==> config.mk <==
export PLATFORM = sky130hd
export DESIGN_NAME = interrupt_vector_priority
export DESIGN_NICKNAME = d
export VERILOG_FILES = /design/src/design/interrupt_vector_priority.v
export VERILOG_INCLUDE_DIRS = /design/src /design/src/inc
export SDC_FILE = /design/constraint.sdc
export NUM_CORES = 1
export LEC_CHECK = 0
export BUFFER_PORTS_ARGS = -buffer_cell sky130_fd_sc_hd__buf_2
export CAP_MARGIN = 25
export CORE_ASPECT_RATIO = 1.25
export CORE_MARGIN = 4
export CORE_UTILIZATION = 24
export CTS_BUF_LIST = sky130_fd_sc_hd__clkbuf_8
export CTS_CLUSTER_DIAMETER = 30
export DETAILED_ROUTE_END_ITERATION = 10
export PLACE_DENSITY = 0.41
export SLEW_MARGIN = 15
export SYNTH_ARGS = -nofsm -noshare
export SYNTH_HDL_FRONTEND = slang
export SYNTH_SLANG_ARGS = --single-unit
==> constraint.sdc <==
create_clock -name aclk -period 5.96 [get_ports aclk]
set_input_delay 1.788 -clock aclk [delete_from_list [all_inputs] [get_ports aclk]]
set_output_delay 1.788 -clock aclk [all_outputs]
set_load 0.005 [all_outputs]
==> src/inc/ivp_map.vh <==
// Register offsets, field positions, priorities and reset values of the vector/priority block
// ----------------------------------------------------------------------------
// Overview of operation
// - Slot n, and software trap n, sit at relative byte offset eight times n.
// - Slot 0 is reset, offset zero, priority zero, the highest of all.
// - Non-maskable request is held deasserted; slot 1 stays usable by trap one.
// - Slots 0-15 and 24-31 use the low-range pointer plus relative offset.
// - Slots 16-23 use the high-range pointer plus relative offset.
// - First external user request is slot 2, offset 0x10, priority 3.
// - Second external user request is slot 3, offset 0x18, priority 5.
// - Slot 5, priority 7, carries port 0 transmit or card 0 request.
// - Slot 7, priority 10, carries port 0 receive or card 0 SDIO request.
// - Slot 9, priority 13, carries port 1 transmit or card 1 request.
// - Slot 11, priority 15, carries port 1 receive or card 1 SDIO request.
// - Slot 13, priority 18, carries converter done or pin request.
// - Slot 18, priority 12, carries wake-up pin or real-time clock request.
// - Slot 26, priority 26, carries the operating system kernel request.
// - Each maskable source has flag and enable bits at one position, reset zero.
// - In the first pair, serial port 2 receive is bit 15, DMA bit 8.
// ----------------------------------------------------------------------------
`ifndef IVP_MAP_VH
`define IVP_MAP_VH

// ----------------------------------------------------------------------------
// Register byte offsets
// ----------------------------------------------------------------------------
`define OFS_FLAG       5'h00
`define OFS_ENABLE     5'h04
`define OFS_PTR_LOW    5'h08
`define OFS_PTR_HIGH   5'h0C
`define OFS_TRAP       5'h10
`define OFS_VECTOR     5'h14
`define OFS_ACK        5'h18

// ----------------------------------------------------------------------------
// Geometry and reset values
// ----------------------------------------------------------------------------
`define NUM_SLOTS      32
`define VEC_SHIFT      3
`define HIGH_FIRST     5'h10
`define HIGH_LAST      5'h17
`define PRIO_IDLE      5'h1F
`define PTR_RST        32'h0000_0000
`define RESP_OKAY      2'h0
`define RESP_SLVERR    2'h2
`define SLOT_NMI       1
`define SLOT_SER2_RX   15
`define SLOT_DMA       8

// Fixed priority per slot, slot 0 in the low five bits
`define PRIO_TABLE {5'h12,5'h11,5'h10,5'h0F,5'h0E,5'h1A,5'h19,5'h02, \
                    5'h18,5'h17,5'h14,5'h13,5'h10,5'h0C,5'h08,5'h04, \
                    5'h16,5'h15,5'h12,5'h11,5'h0F,5'h0E,5'h0D,5'h0B, \
                    5'h0A,5'h09,5'h07,5'h06,5'h05,5'h03,5'h01,5'h00}

`endif

==> src/design/interrupt_vector_priority.v <==
// Vector and priority resolution for the DSP core, with AXI4-Lite register access
//
// The implementer's own choices: the register addresses and register access over AXI4-Lite.
`include "ivp_map.vh"

module interrupt_vector_priority (
   input  wire        aclk,
   input  wire        aresetn,
   input  wire [4:0]  awaddr,
   input  wire        awvalid,
   output wire        awready,
   input  wire [31:0] wdata,
   input  wire [3:0]  wstrb,
   input  wire        wvalid,
   output wire        wready,
   output reg  [1:0]  bresp,
   output reg         bvalid,
   input  wire        bready,
   input  wire [4:0]  araddr,
   input  wire        arvalid,
   output wire        arready,
   output reg  [31:0] rdata,
   output reg  [1:0]  rresp,
   output reg         rvalid,
   input  wire        rready,
   input  wire [31:0] src_req,
   input  wire        nmi_req,
   output reg         irq_out,
   output reg  [4:0]  irq_slot,
   output reg  [31:0] irq_vector
);

   // ----------------------------------------------------------------------------
   // Helper functions
   // ----------------------------------------------------------------------------
   function [4:0] prio_of;
      input [4:0] slot;
      reg [159:0] tab;
      begin
         tab = `PRIO_TABLE;
         prio_of = tab[slot*5 +: 5];
      end
   endfunction

   function high_range;
      input [4:0] slot;
      begin
         high_range = (slot >= `HIGH_FIRST) && (slot <= `HIGH_LAST);
      end
   endfunction

   function [31:0] strobe;
      input [31:0] old;
      input [31:0] nw;
      input [3:0]  be;
      integer i;
      begin
         strobe = old;
         for (i = 0; i < 4; i = i + 1) begin
            if (be[i]) begin
               strobe[i*8 +: 8] = nw[i*8 +: 8];
            end
         end
      end
   endfunction

   // ----------------------------------------------------------------------------
   // State
   // ----------------------------------------------------------------------------
   reg  [31:0] flag_q;
   reg  [31:0] enable_q;
   reg  [31:0] ptr_low_q;
   reg  [31:0] ptr_high_q;
   reg  [31:0] trap_q;
   reg         aw_full_q;
   reg         w_full_q;
   reg  [4:0]  aw_addr_q;
   reg  [31:0] w_data_q;
   reg  [3:0]  w_strb_q;
   wire [31:0] req_raw;
   wire [31:0] pending;
   reg  [4:0]  best_slot;
   reg  [4:0]  best_prio;
   reg         best_any;
   integer     k;

   // Non-maskable line is ignored: this device never asserts it
   assign req_raw = {src_req[31:`SLOT_NMI+1], 1'b0, src_req[0]};
   // Software traps share the hardware slot and vector path
   assign pending = (flag_q & enable_q) | trap_q;

   // ----------------------------------------------------------------------------
   // Priority resolution
   // ----------------------------------------------------------------------------
   // Linear scan; ties are impossible except the reused 14/15/16/17/18 values, where
   // the lower slot wins as it is seen first.
   always @* begin
      best_any  = 1'b0;
      best_slot = 5'h00;
      best_prio = `PRIO_IDLE;
      for (k = 0; k < `NUM_SLOTS; k = k + 1) begin
         if (pending[k] && (!best_any || prio_of(k[4:0]) < best_prio)) begin
            best_any  = 1'b1;
            best_slot = k[4:0];
            best_prio = prio_of(k[4:0]);
         end
      end
   end
   // Slot map: 2/3 external, 5/7/9/11 shared ports, 13 converter, 18 wake, 26 kernel

   // ----------------------------------------------------------------------------
   // AXI4-Lite write path
   // ----------------------------------------------------------------------------
   assign awready = !aw_full_q && !bvalid;
   assign wready  = !w_full_q && !bvalid;
   assign arready = !rvalid;

   wire        wr_go = aw_full_q && w_full_q && !bvalid;
   wire        ack_wr = wr_go && (aw_addr_q == `OFS_ACK);

   always @(posedge aclk) begin
      if (!aresetn) begin
         aw_full_q  <= 1'b0;
         w_full_q   <= 1'b0;
         aw_addr_q  <= 5'h00;
         w_data_q   <= 32'h0000_0000;
         w_strb_q   <= 4'h0;
         bvalid     <= 1'b0;
         bresp      <= `RESP_OKAY;
         flag_q     <= 32'h0000_0000;
         enable_q   <= 32'h0000_0000;
         ptr_low_q  <= `PTR_RST;
         ptr_high_q <= `PTR_RST;
         trap_q     <= 32'h0000_0000;
      end else begin
         if (awvalid && awready) begin
            aw_full_q <= 1'b1;
            aw_addr_q <= awaddr;
         end
         if (wvalid && wready) begin
            w_full_q <= 1'b1;
            w_data_q <= wdata;
            w_strb_q <= wstrb;
         end
         if (bvalid && bready) begin
            bvalid <= 1'b0;
         end
         if (wr_go) begin
            aw_full_q <= 1'b0;
            w_full_q  <= 1'b0;
            bvalid    <= 1'b1;
            bresp     <= `RESP_OKAY;
            case (aw_addr_q)
               `OFS_FLAG, `OFS_TRAP, `OFS_ACK, `OFS_VECTOR: ;
               `OFS_ENABLE:   enable_q   <= strobe(enable_q, w_data_q, w_strb_q);
               `OFS_PTR_LOW:  ptr_low_q  <= strobe(ptr_low_q, w_data_q, w_strb_q);
               `OFS_PTR_HIGH: ptr_high_q <= strobe(ptr_high_q, w_data_q, w_strb_q);
               default:       bresp      <= `RESP_SLVERR;
            endcase
         end
         // Flags: write-one-to-clear, a new request in the same cycle wins
         flag_q <= ((wr_go && aw_addr_q == `OFS_FLAG) ?
                    (flag_q & ~strobe(32'h0000_0000, w_data_q, w_strb_q)) : flag_q)
                   | req_raw;
         // Traps: software sets, acknowledge of the served slot clears
         trap_q <= ((wr_go && aw_addr_q == `OFS_TRAP) ?
                    (trap_q | strobe(32'h0000_0000, w_data_q, w_strb_q)) : trap_q)
                   & ~((ack_wr && best_any) ? (32'h0000_0001 << best_slot) : 32'h0000_0000);
         if (ack_wr && best_any && flag_q[best_slot] && !req_raw[best_slot]) begin
            flag_q[best_slot] <= 1'b0;
         end
      end
   end

   // ----------------------------------------------------------------------------
   // Vector output and read path
   // ----------------------------------------------------------------------------
   wire [31:0] vec_base = high_range(best_slot) ? ptr_high_q : ptr_low_q;
   wire [31:0] vec_addr = vec_base + ({27'h0000000, best_slot} << `VEC_SHIFT);

   always @(posedge aclk) begin
      if (!aresetn) begin
         irq_out    <= 1'b0;
         irq_slot   <= 5'h00;
         irq_vector <= 32'h0000_0000;
         rvalid     <= 1'b0;
         rdata      <= 32'h0000_0000;
         rresp      <= `RESP_OKAY;
      end else begin
         irq_out    <= best_any;
         irq_slot   <= best_slot;
         irq_vector <= vec_addr;
         if (rvalid && rready) begin
            rvalid <= 1'b0;
         end
         if (arvalid && arready) begin
            rvalid <= 1'b1;
            rresp  <= `RESP_OKAY;
            case (araddr)
               `OFS_FLAG:     rdata <= flag_q;
               `OFS_ENABLE:   rdata <= enable_q;
               `OFS_PTR_LOW:  rdata <= ptr_low_q;
               `OFS_PTR_HIGH: rdata <= ptr_high_q;
               `OFS_TRAP:     rdata <= trap_q;
               `OFS_VECTOR:   rdata <= vec_addr;
               `OFS_ACK:      rdata <= {26'h0000000, best_any, best_slot};
               default: begin
                  rdata <= 32'h0000_0000;
                  rresp <= `RESP_SLVERR;
               end
            endcase
         end
      end
   end

endmodule // interrupt_vector_priority

Word level (Yosys, flattened, before mapping)
Index checks and enable logic that the tools add are counted.

Bitwise operators: 11. Shift-type cells: 1. Muxes and demuxes: 120. Eq/ne operators: 12. $lt $le $gt $ge: 35. Reduce and logical (&&, ||, !) cells: 134. Add/subtract/negate cells: 1.

Operators with widths (count): $mux W5 (61); $pmux W32 S7 (1); $mux W32 (5); $and A32 B32 Y32 (4); $not A32 Y32 (3); $or A32 B32 Y32 (3); $lt A5 B5 Y1 const A (14); $mux W8 (8); $lt A4 B5 Y1 const A (10); $logic_and A1 B1 Y1 (48); $mux W1 (40); $logic_not A1 Y1 (36); $reduce_and A3 Y1 (12); $add A32 B8 Y32 (1); $shl A1 B5 Y32 const A (1); $logic_or A1 B1 Y1 (31); $eq A5 B5 Y1 const B (6); $eq A5 B4 Y1 const B (4); $lt A3 B5 Y1 const A (4); $reduce_or A7 Y1 (2); $bmux W1 S5 (2); $eq A5 B3 Y1 const B (2); $logic_not A5 Y1 (2); $lt A2 B5 Y1 const A (2); other kinds (10) (12).

Register bits: 279. Logic and storage cells: 341. Input bits: 86.

Depth between registers and ports, before layout
Gate-level depths: netlist (run 1).

Word-level depth: 134. Depth in mapped cells: 29.

Least setup slack after synthesis (run 1)
OpenSTA, ideal clock, no wires.

Kind: register -> register. From: reg flag_q[0]. To: reg rdata[29]. Buffers on the path: 4. Path slack: 0.316 ns. Required time: 5.837 ns. Cell stages (with the launch flop): 27. Setup time: 0.123 ns. Arrival time: 5.521 ns. Period minus slack after synthesis: 5.644 ns. Cells stage by stage: dfxtp_1 a21o_1 nor4_4 buf_4 nand3_2 o21a_1 a211oi_2 o21ai_2 o41a_1 buf_6 nor4_4 buf_2 buf_2 mux2_2 ha_1 inv_1 fa_1 inv_1 a21oi_1 o21bai_1 a21oi_1 nor2_1 and4_1 nand3_1 xnor2_1 o21ai_0 o21ai_0.

Word-level cells in the longest chain between the ends: 132. Elaborated cells between the ends (all ways): 225. Classes of those cells: 1 x add/sub; 33 x order compare; 95 x mux; 2 x bitwise; 94 x reduce/logical.

RTL lines: start: declaration (line interrupt_vector_priority.v:70) `reg [31:0] flag_q;`; start signal: assignment (line interrupt_vector_priority.v:162) `` flag_q <= ((wr_go && aw_addr_q == `OFS_FLAG) ? ``; $and A32 B32 Y32 * (line interrupt_vector_priority.v:90) `assign pending = (flag_q & enable_q) | trap_q;`; $or A32 B32 Y32 * (line interrupt_vector_priority.v:90); $mux W5 or $mux W1 (tied branches) (line interrupt_vector_priority.v:102) `if (pending[k] && (!best_any || prio_of(k[4:0]) < best_prio)) begin`; $lt A1 B5 Y1 or $logic_not A1 Y1 (tied branches) (line interrupt_vector_priority.v:102); $logic_or A1 B1 Y1 (line interrupt_vector_priority.v:102); $logic_and A1 B1 Y1 (line interrupt_vector_priority.v:102); $mux W5 or $mux W1 (tied branches) (line interrupt_vector_priority.v:102); $lt A2 B5 Y1 or $logic_not A1 Y1 (tied branches) (line interrupt_vector_priority.v:102); (+116 left out); $logic_or A1 B1 Y1 (line interrupt_vector_priority.v:102); $logic_and A1 B1 Y1 (line interrupt_vector_priority.v:102); $mux W5 * (line interrupt_vector_priority.v:102); $ge A5 B5 Y1 (no line) or $le A5 B5 Y1 (tied branches); $logic_and A1 B1 Y1 (line interrupt_vector_priority.v:48) `` high_range = (slot >= `HIGH_FIRST) && (slot <= `HIGH_LAST); ``; $mux W32 (line interrupt_vector_priority.v:178) `wire [31:0] vec_base = high_range(best_slot) ? ptr_high_q : ptr_low_q;`; $add A32 B8 Y32 * (line interrupt_vector_priority.v:179) `` wire [31:0] vec_addr = vec_base + ({27'h0000000, best_slot} << `VEC_SHIFT); ``; $pmux W32 S7 * (line interrupt_vector_priority.v:199) `case (araddr)`; end signal: assignment (line interrupt_vector_priority.v:200) `` `OFS_FLAG: rdata <= flag_q; ``; end signal: assignment (line interrupt_vector_priority.v:201) `` `OFS_ENABLE: rdata <= enable_q; ``; end signal: assignment (line interrupt_vector_priority.v:202) `` `OFS_PTR_LOW: rdata <= ptr_low_q; ``; end: declaration (line interrupt_vector_priority.v:22) `output reg [31:0] rdata,`.

Mark *: on every way between the ends. The rest lies on a longest branch, timed or not. A chain may end at the register's enable or synchronous reset.

Final worst setup path (run 1)
From: reg enable_q[1]. To: reg irq_vector[27].

Word-level cells in the longest chain between the ends: 128. Elaborated cells between the ends (all ways): 219. Classes of those cells: 1 x add/sub; 32 x order compare; 92 x mux; 2 x bitwise; 92 x reduce/logical.

RTL lines: start: declaration (line interrupt_vector_priority.v:71) `reg [31:0] enable_q;`; start signal: assignment (line interrupt_vector_priority.v:155) `` `OFS_ENABLE: enable_q <= strobe(enable_q, w_data_q, w_strb_q); ``; $and A32 B32 Y32 * (line interrupt_vector_priority.v:90); $or A32 B32 Y32 * (line interrupt_vector_priority.v:90); $logic_and A1 B1 Y1 * (line interrupt_vector_priority.v:102); $mux W5 or $mux W1 (tied branches) (line interrupt_vector_priority.v:102); $lt A2 B5 Y1 or $logic_not A1 Y1 (tied branches) (line interrupt_vector_priority.v:102); $logic_or A1 B1 Y1 (line interrupt_vector_priority.v:102); $logic_and A1 B1 Y1 (line interrupt_vector_priority.v:102); $mux W5 or $mux W1 (tied branches) (line interrupt_vector_priority.v:102); (+112 left out); $lt A5 B5 Y1 or $logic_not A1 Y1 (tied branches) (line interrupt_vector_priority.v:102); $logic_or A1 B1 Y1 (line interrupt_vector_priority.v:102); $logic_and A1 B1 Y1 (line interrupt_vector_priority.v:102); $mux W5 * (line interrupt_vector_priority.v:102); $ge A5 B5 Y1 (no line) or $le A5 B5 Y1 (tied branches); $logic_and A1 B1 Y1 (line interrupt_vector_priority.v:48); $mux W32 (line interrupt_vector_priority.v:178); $add A32 B8 Y32 * (line interrupt_vector_priority.v:179); end signal: assignment (line interrupt_vector_priority.v:192) `irq_vector <= vec_addr;`; end: declaration (line interrupt_vector_priority.v:30) `output reg [31:0] irq_vector`.

Marked as above.

==> metrics.cfg, run 1 <==
[outcome]
status=finished, final reports clean

[layout]
syn2layout_area_growth_pct=38.90
drive_gt1_frac=0.3128
ff_latch_area_mm2=0.005548
final_core_util=0.3389
final_cell_mix=303 x buf_4, 275 x dfxtp_1, 201 x nor2_1
fin_nets=2254
fill_cells=6269
layout_commonest_cell=buf_4
multi_input_area_mm2=0.008728

[sta]
maxSlewViolCount=0
tightest_slew_ps=1059
clock_skew_ps=46.38
hold_ws_ps=448.3
fin_crit_sh=0.9821
tns_ps=0
fin_crit_ps=5853
setup_viol=0
rsz0062_at_grt=true
relSlewSlack=0.2911
max_freq_mhz=170.8
hold_violations=0

[critical_path]
worstSetupEndpointType=register
cp_data_required_time_ps=6460
cp.buffers_inverters=9
r2r_start=enable_q[1]
cp_common_cell=buf_4
critPathKind=reg2reg
slowest_stage=a221o_1
cp_data_arrival_time_ps=6350
startpoint_type=register
path_delay_family=compound AO/OA/AOI/OAI gates
worstReg2RegEnd=irq_vector[27]
cp_max_fo=6
slowest_delay_ps=380
reg2regPathDepth=29
rrSetupSlack_ps=110

[floorplanning]
start_util=0.2440
core.rowCount=99
core-area_mm2=0.05884
die_h_um=281.4
die_x_um=226.7
die-area_mm2=0.06381
pin_count=165

[synth]
yosys-top-cells-area=dfxtp_1 39%, mux2i_1 8.2%, a21oi_1 5.6%
synth.top_cell.area_share=0.3863
netlist_instances=1711
ys_async_sr_fraction=0
ys_seq_area_frac=0.3863
synth_fa_ha_area_frac=0.005753
synth_cell_types=87
synth-seq-cells=277
yosysTopAreaCell=dfxtp_1
synth_xor_area_frac=0.02990
netlist_area_mm2=0.01436
synth_edf_count=0
synthMuxAreaShare=0.08629
synth-compound-area-share=0.2463
synth_top_family_by_area=compound AO/OA/AOI/OAI gates
yosys_warnings=0
dominantRegCellSynth=dfxtp_1
post_synth.cell_area_avg_um2=8.390
synth-simple-area-share=0.2122

[grt]
grt_remaining_overflow=0
antenna_found_initial=2
grt_max_degree=109
grt_pass1_wl_mm=98.61
groute.usage.overall=0.2041
grt_pass1_vias=15350

[drt]
postRouteAntennaNets=0
route.met3.wl_mm=3.449
num_vias=15310
first_pass_iters=8
highest_layer=met4
drt_iter0_drc=1225
met1_length_mm=28.42
viasPerCell=5.158
wl_per_cell_um=22.54
drt-total-wl_mm=66.89
drc=0
dr_wl_met2_mm=32.93

[place]
port_buffers=160
gp_congestion=0.9221
place_hpwl_mm=51.36

[worst_hold_path]
whs_endpoint=rdata[27]
hold_path.class=reg2reg
min_from=rdata[27]
whs_path_depth=2

[clock_network]
clk_pin_slew_ps=50
cts_sinks=277
cts-buffers-inserted=67
clock_latency_ps=640
cts_root_buffer=clkbuf_8
htreeDepth=3
cts_tree=built
clock_path_buffers=3

[power]
cellPowerDensity_mw_per_mm2=227.9
power.total_mw=4.544
p_seq_frac=0.430
p_clk_frac=0.514
peakVddDrop_v=0.0001027
p_int_mw=3.363
swShare=0.2600
p_comb_frac=0.056
p_leak_nw=8.419
p_sw_mw=1.181

[job]
drv_cap=0

worst reg2reg max path: cells and delay by family, from the launching register on:
family / cells / cell delay [ps]
DFF: 1 / 350
muxes: 1 / 290
xor gates and xnor gates: 1 / 150
AOI/OAI and AO/OA: 10 / 2160
buffers and inverters: 9 / 1290
and+or+nand+nor: 7 / 1270
adders and majority gates: 1 / 220
power groups by stage:
stage / Sequential [mW] / Combinational (mW) / Clock, mW
after global placement: 1.99 / 0.253 / 0
after CTS: 1.95 / 0.257 / 2.40
after global routing: 1.96 / 0.279 / 2.48
after detailed placement: 1.99 / 0.255 / 0
after floorplan: 1.97 / 0.128 / 0
final: 1.95 / 0.255 / 2.34
how the worst max path moves through the flow:
stage / startpoint / end / slack (ps) / cells past startpoint
finish: enable_q[1] / irq_vector[27] / 110 / 29
global route: enable_q[7] / irq_vector[27] / -80 / 30
CTS: enable_q[9] / rdata[28] / 3 / 31
detailed placement: flag_q[8] / rdata[19] / -550 / 27
global placement: flag_q[8] / rdata[19] / -520 / 27
floorplan: flag_q[0] / rdata[29] / 320 / 26
routing by layer:
metal / global-route usage / vias up
met5: 0 / -
met4: 0.07417 / 0
met3: 0.03436 / 97
met2: 0.3522 / 453
met1: 0.2561 / 7504
li1: - / 7255
cell usage after synthesis (all sizes together), types with 5 or more instances:
master and instances:
ha 5, xor2 19, nand2 183, mux2 6, o211ai 15, nor2 207, o2111ai 7, nor4 22
nand2b 13, a21oi 172, or2 5, a21boi 12, dfxtp 277, buf 21, nand4 21, a31oi 21
nor2b 7, a22oi 44, xnor2 30, nand3 47, inv 21, clkbuf 74, nor3b 11, or3 5
a41oi 10, nor3 27, a211oi 66, mux2i 117, a222oi 29, o21ai 62, and4 5, nand3b 8
and2 31, a21o 26, and3 19
metrics by stage:
step                      instances  setup slack (ps)  instance area [um2]
final                          2968             106.7                19940
after global routing           2967            -75.89                19940
after CTS                      2947             3.101                19520
after detailed placement       2818            -549.7                17890
after global placement         2818            -524.9                17890
after floorplan                1712             315.7                14360
final cells by class:
class / instances / area share
inverter: 21 / 0.004204
tap: 757 / 0.04750
clock buffer: 75 / 0.05177
sequential: 277 / 0.2782
multi-input combinational: 1319 / 0.4378
antenna: 2 / 0.0002510
timing repair buffer: 476 / 0.1629
clock inverter: 41 / 0.01738
cell families after synthesis:
family	count (synthesis)
AO/OA/AOI/OAI	517
XOR/XNOR	49
adder cells (fa/ha/maj)	6
buffers and inverters	116
flip-flops	277
multiplexers	123
other	1
AND/OR/NAND/NOR	622
what timing repair did:
item | CTS | global route
setup buffers | 13 | 20
hold buffers | 0 | 0
pin swaps | 18 | 35
setup endpoints to repair | 40 | 37
resized for setup | 33 | 56
cloned | 0 | 0
sequential cells by signal (all words and copies together), names as in the netlist:
| name | cells |
|---|---|
| enable_q | 32 |
| rvalid | 1 |
| aw_addr_q | 5 |
| w_full_q | 1 |
| irq_slot | 5 |
| rresp | 1 |
| flag_q | 32 |
| ptr_low_q | 32 |
| rdata | 32 |
| aw_full_q | 1 |
| irq_vector | 32 |
| ptr_high_q | 32 |
| w_strb_q | 4 |
| bvalid | 1 |
| trap_q | 32 |
| irq_out | 1 |
| bresp | 1 |
| w_data_q | 32 |
Power figures use the tool's default switching activity.
==> run 2: changes to the inputs <==
PLACE_DENSITY = 0.4   (was 0.41)
clock period = 5.8 ns   (was 5.96 ns; I/O delays follow)
==> metrics.cfg, run 2 (same netlist as run 1, synthesis figures left out) <==
[floorplanning]
pin_count=165  ; unchanged
die_h_um=281.4  ; unchanged
die-area_mm2=0.06381  ; unchanged
die_x_um=226.7  ; unchanged
core.rowCount=99  ; unchanged
start_util=0.2440  ; unchanged
core-area_mm2=0.05884  ; unchanged

[clock_network]
clock_latency_ps=630  ; was 640 ps
cts-buffers-inserted=68  ; was 67
cts_root_buffer=clkbuf_8  ; unchanged
hold_buffers=0  ; unchanged
cts_sinks=277  ; unchanged
htreeDepth=3  ; unchanged
cts_tree=built  ; unchanged
clock_path_buffers=3  ; unchanged
clk_pin_slew_ps=50  ; about the same

[sta]
fin_crit_ps=5680  ; was 5853 ps
max_freq_mhz=176.0  ; was 170.8 MHz
setup_viol=0  ; unchanged
tightest_slew_ps=1015  ; was 1059 ps
clock_skew_ps=38.93  ; was 46.38 ps
hold_ws_ps=445.3  ; was 448.3 ps
fin_crit_sh=0.9794  ; was 0.9821
maxSlewViolCount=0  ; unchanged
hold_violations=0  ; unchanged
rsz0062_at_grt=true  ; unchanged
relSlewSlack=0.3208  ; was 0.2911

[critical_path]
cp_common_cell=buf_4  ; unchanged
cp_data_arrival_time_ps=6250  ; was 6350 ps
cp_max_fo=6  ; unchanged
slowest_stage=o41a_1  ; was a221o_1
critPathKind=reg2reg  ; unchanged
worstSetupEndpointType=register  ; unchanged
startpoint_type=register  ; unchanged
slowest_delay_ps=490  ; was 380 ps
cp_data_required_time_ps=6370  ; was 6460 ps

[layout]
layoutNonFillerInstCount=2986  ; was 2968
layout_commonest_cell=buf_4  ; unchanged
fill_cells=6215  ; was 6269
fin_nets=2275  ; was 2254
drive_gt1_frac=0.3330  ; was 0.3128
final_core_util=0.3455  ; was 0.3389
final_cell_mix=313 x buf_4, 271 x dfxtp_1, 200 x nor2_1  ; was 303 x buf_4, 275 x dfxtp_1, 201 x nor2_1
syn2layout_area_growth_pct=41.63  ; was 38.90%

[power]
peakVddDrop_v=0.0001146  ; was 0.0001027 V
swShare=0.2546  ; was 0.2600
p_leak_nw=8.567  ; was 8.419 nW
p_comb_frac=0.056  ; about the same
cellPowerDensity_mw_per_mm2=233.2  ; was 227.9 mW/mm2
p_sw_mw=1.207  ; was 1.181 mW
p_clk_frac=0.521  ; was 0.514
power.total_mw=4.740  ; was 4.544 mW
p_seq_frac=0.423  ; was 0.430
p_int_mw=3.533  ; was 3.363 mW

[grt]
grt_pass1_wl_mm=99.23  ; was 98.61 mm
groute.usage.overall=0.2053  ; was 0.2041
antenna_found_initial=1  ; was 2
grt_remaining_overflow=0  ; unchanged
grt_max_degree=91  ; was 109
grt_pass1_vias=15290  ; was 15350

[place]
placedCellCount=2840  ; was 2818
port_buffers=160  ; unchanged
gp_congestion=0.9450  ; was 0.9221
place_hpwl_mm=52.16  ; was 51.36 mm

[worst_hold_path]
hold_path.class=reg2reg  ; unchanged

[drt]
postRouteAntennaNets=0  ; unchanged
num_vias=15320  ; was 15310
wl_per_cell_um=22.55  ; was 22.54 um
drt-total-wl_mm=67.34  ; was 66.89 mm
drt_iter0_drc=1176  ; was 1225
first_pass_iters=8  ; unchanged
drc=0  ; unchanged
viasPerCell=5.129  ; was 5.158

[job]
drv_cap=0  ; unchanged

[outcome]
status=finished, final reports clean  ; unchanged

run 2: timing repair:
action | 4_1_cts | 5_1_grt
pin swaps | 13 | 58
buffers inserted | 3 | 27
gates resized for setup | 30 | 118
setup endpoints to repair | 39 | 39
run 2: layout make-up:
cell class                      instances  area, um2  share of cell area
Clock buffer                           81       1115             0.05483
Inverter                               21      83.83            0.004123
Antenna cell                            1      2.502           0.0001231
Clock inverter                         34      311.5             0.01532
Sequential cell                       277       5560              0.2735
Multi-Input combinational cell       1319       8880              0.4368
Tap cell                              757      947.2             0.04659
Timing Repair Buffer                  496       3431              0.1687
run 2: metal layers:
layer / track usage / wire, um
met1: 0.2613 / 28330
met2: 0.3532 / 33190
met3: 0.03145 / 3770
met4: 0.07245 / 2055
met5: 0 / 0
run 2: worst paths after layout:
| kind | start | slack (ps) | end | cells after the start |
|---|---|---|---|---|
| min | rdata[27] | 450 | rdata[27] | 2 |
| max | flag_q[5] | 120 | irq_vector[28] | 29 |
| min reg2reg | rdata[27] | 450 | rdata[27] | 2 |
| max reg2reg | flag_q[5] | 120 | irq_vector[28] | 29 |
run 2: stage by stage:
step,worst slack [ps],setup TNS [ps],instance area [um2]
floorplan,155.7,0,14360
global placement,-412.2,-6678,18040
detailed placement,-404.2,-6523,18040
CTS,22.36,0,19600
global route,-110.1,-1316,20330
finish,119.5,0,20330
run 2: power groups by stage:
stage,Combinational (mW),Sequential (mW),Clock (mW)
after floorplan,0.131,2.02,0
final,0.265,2.01,2.47
after CTS,0.267,2.01,2.54
after detailed placement,0.265,2.04,0
after global routing,0.290,2.01,2.64
after global placement,0.263,2.04,0
run 2: critical path, delay by kind of cell (launching register included):
kind	cells	cell delay, ps
compound gates	8	1730
xor+xnor	1	170
fa+ha+maj	1	280
buf+inv	11	1580
flops	1	320
mux	1	320
simple gates	7	1210
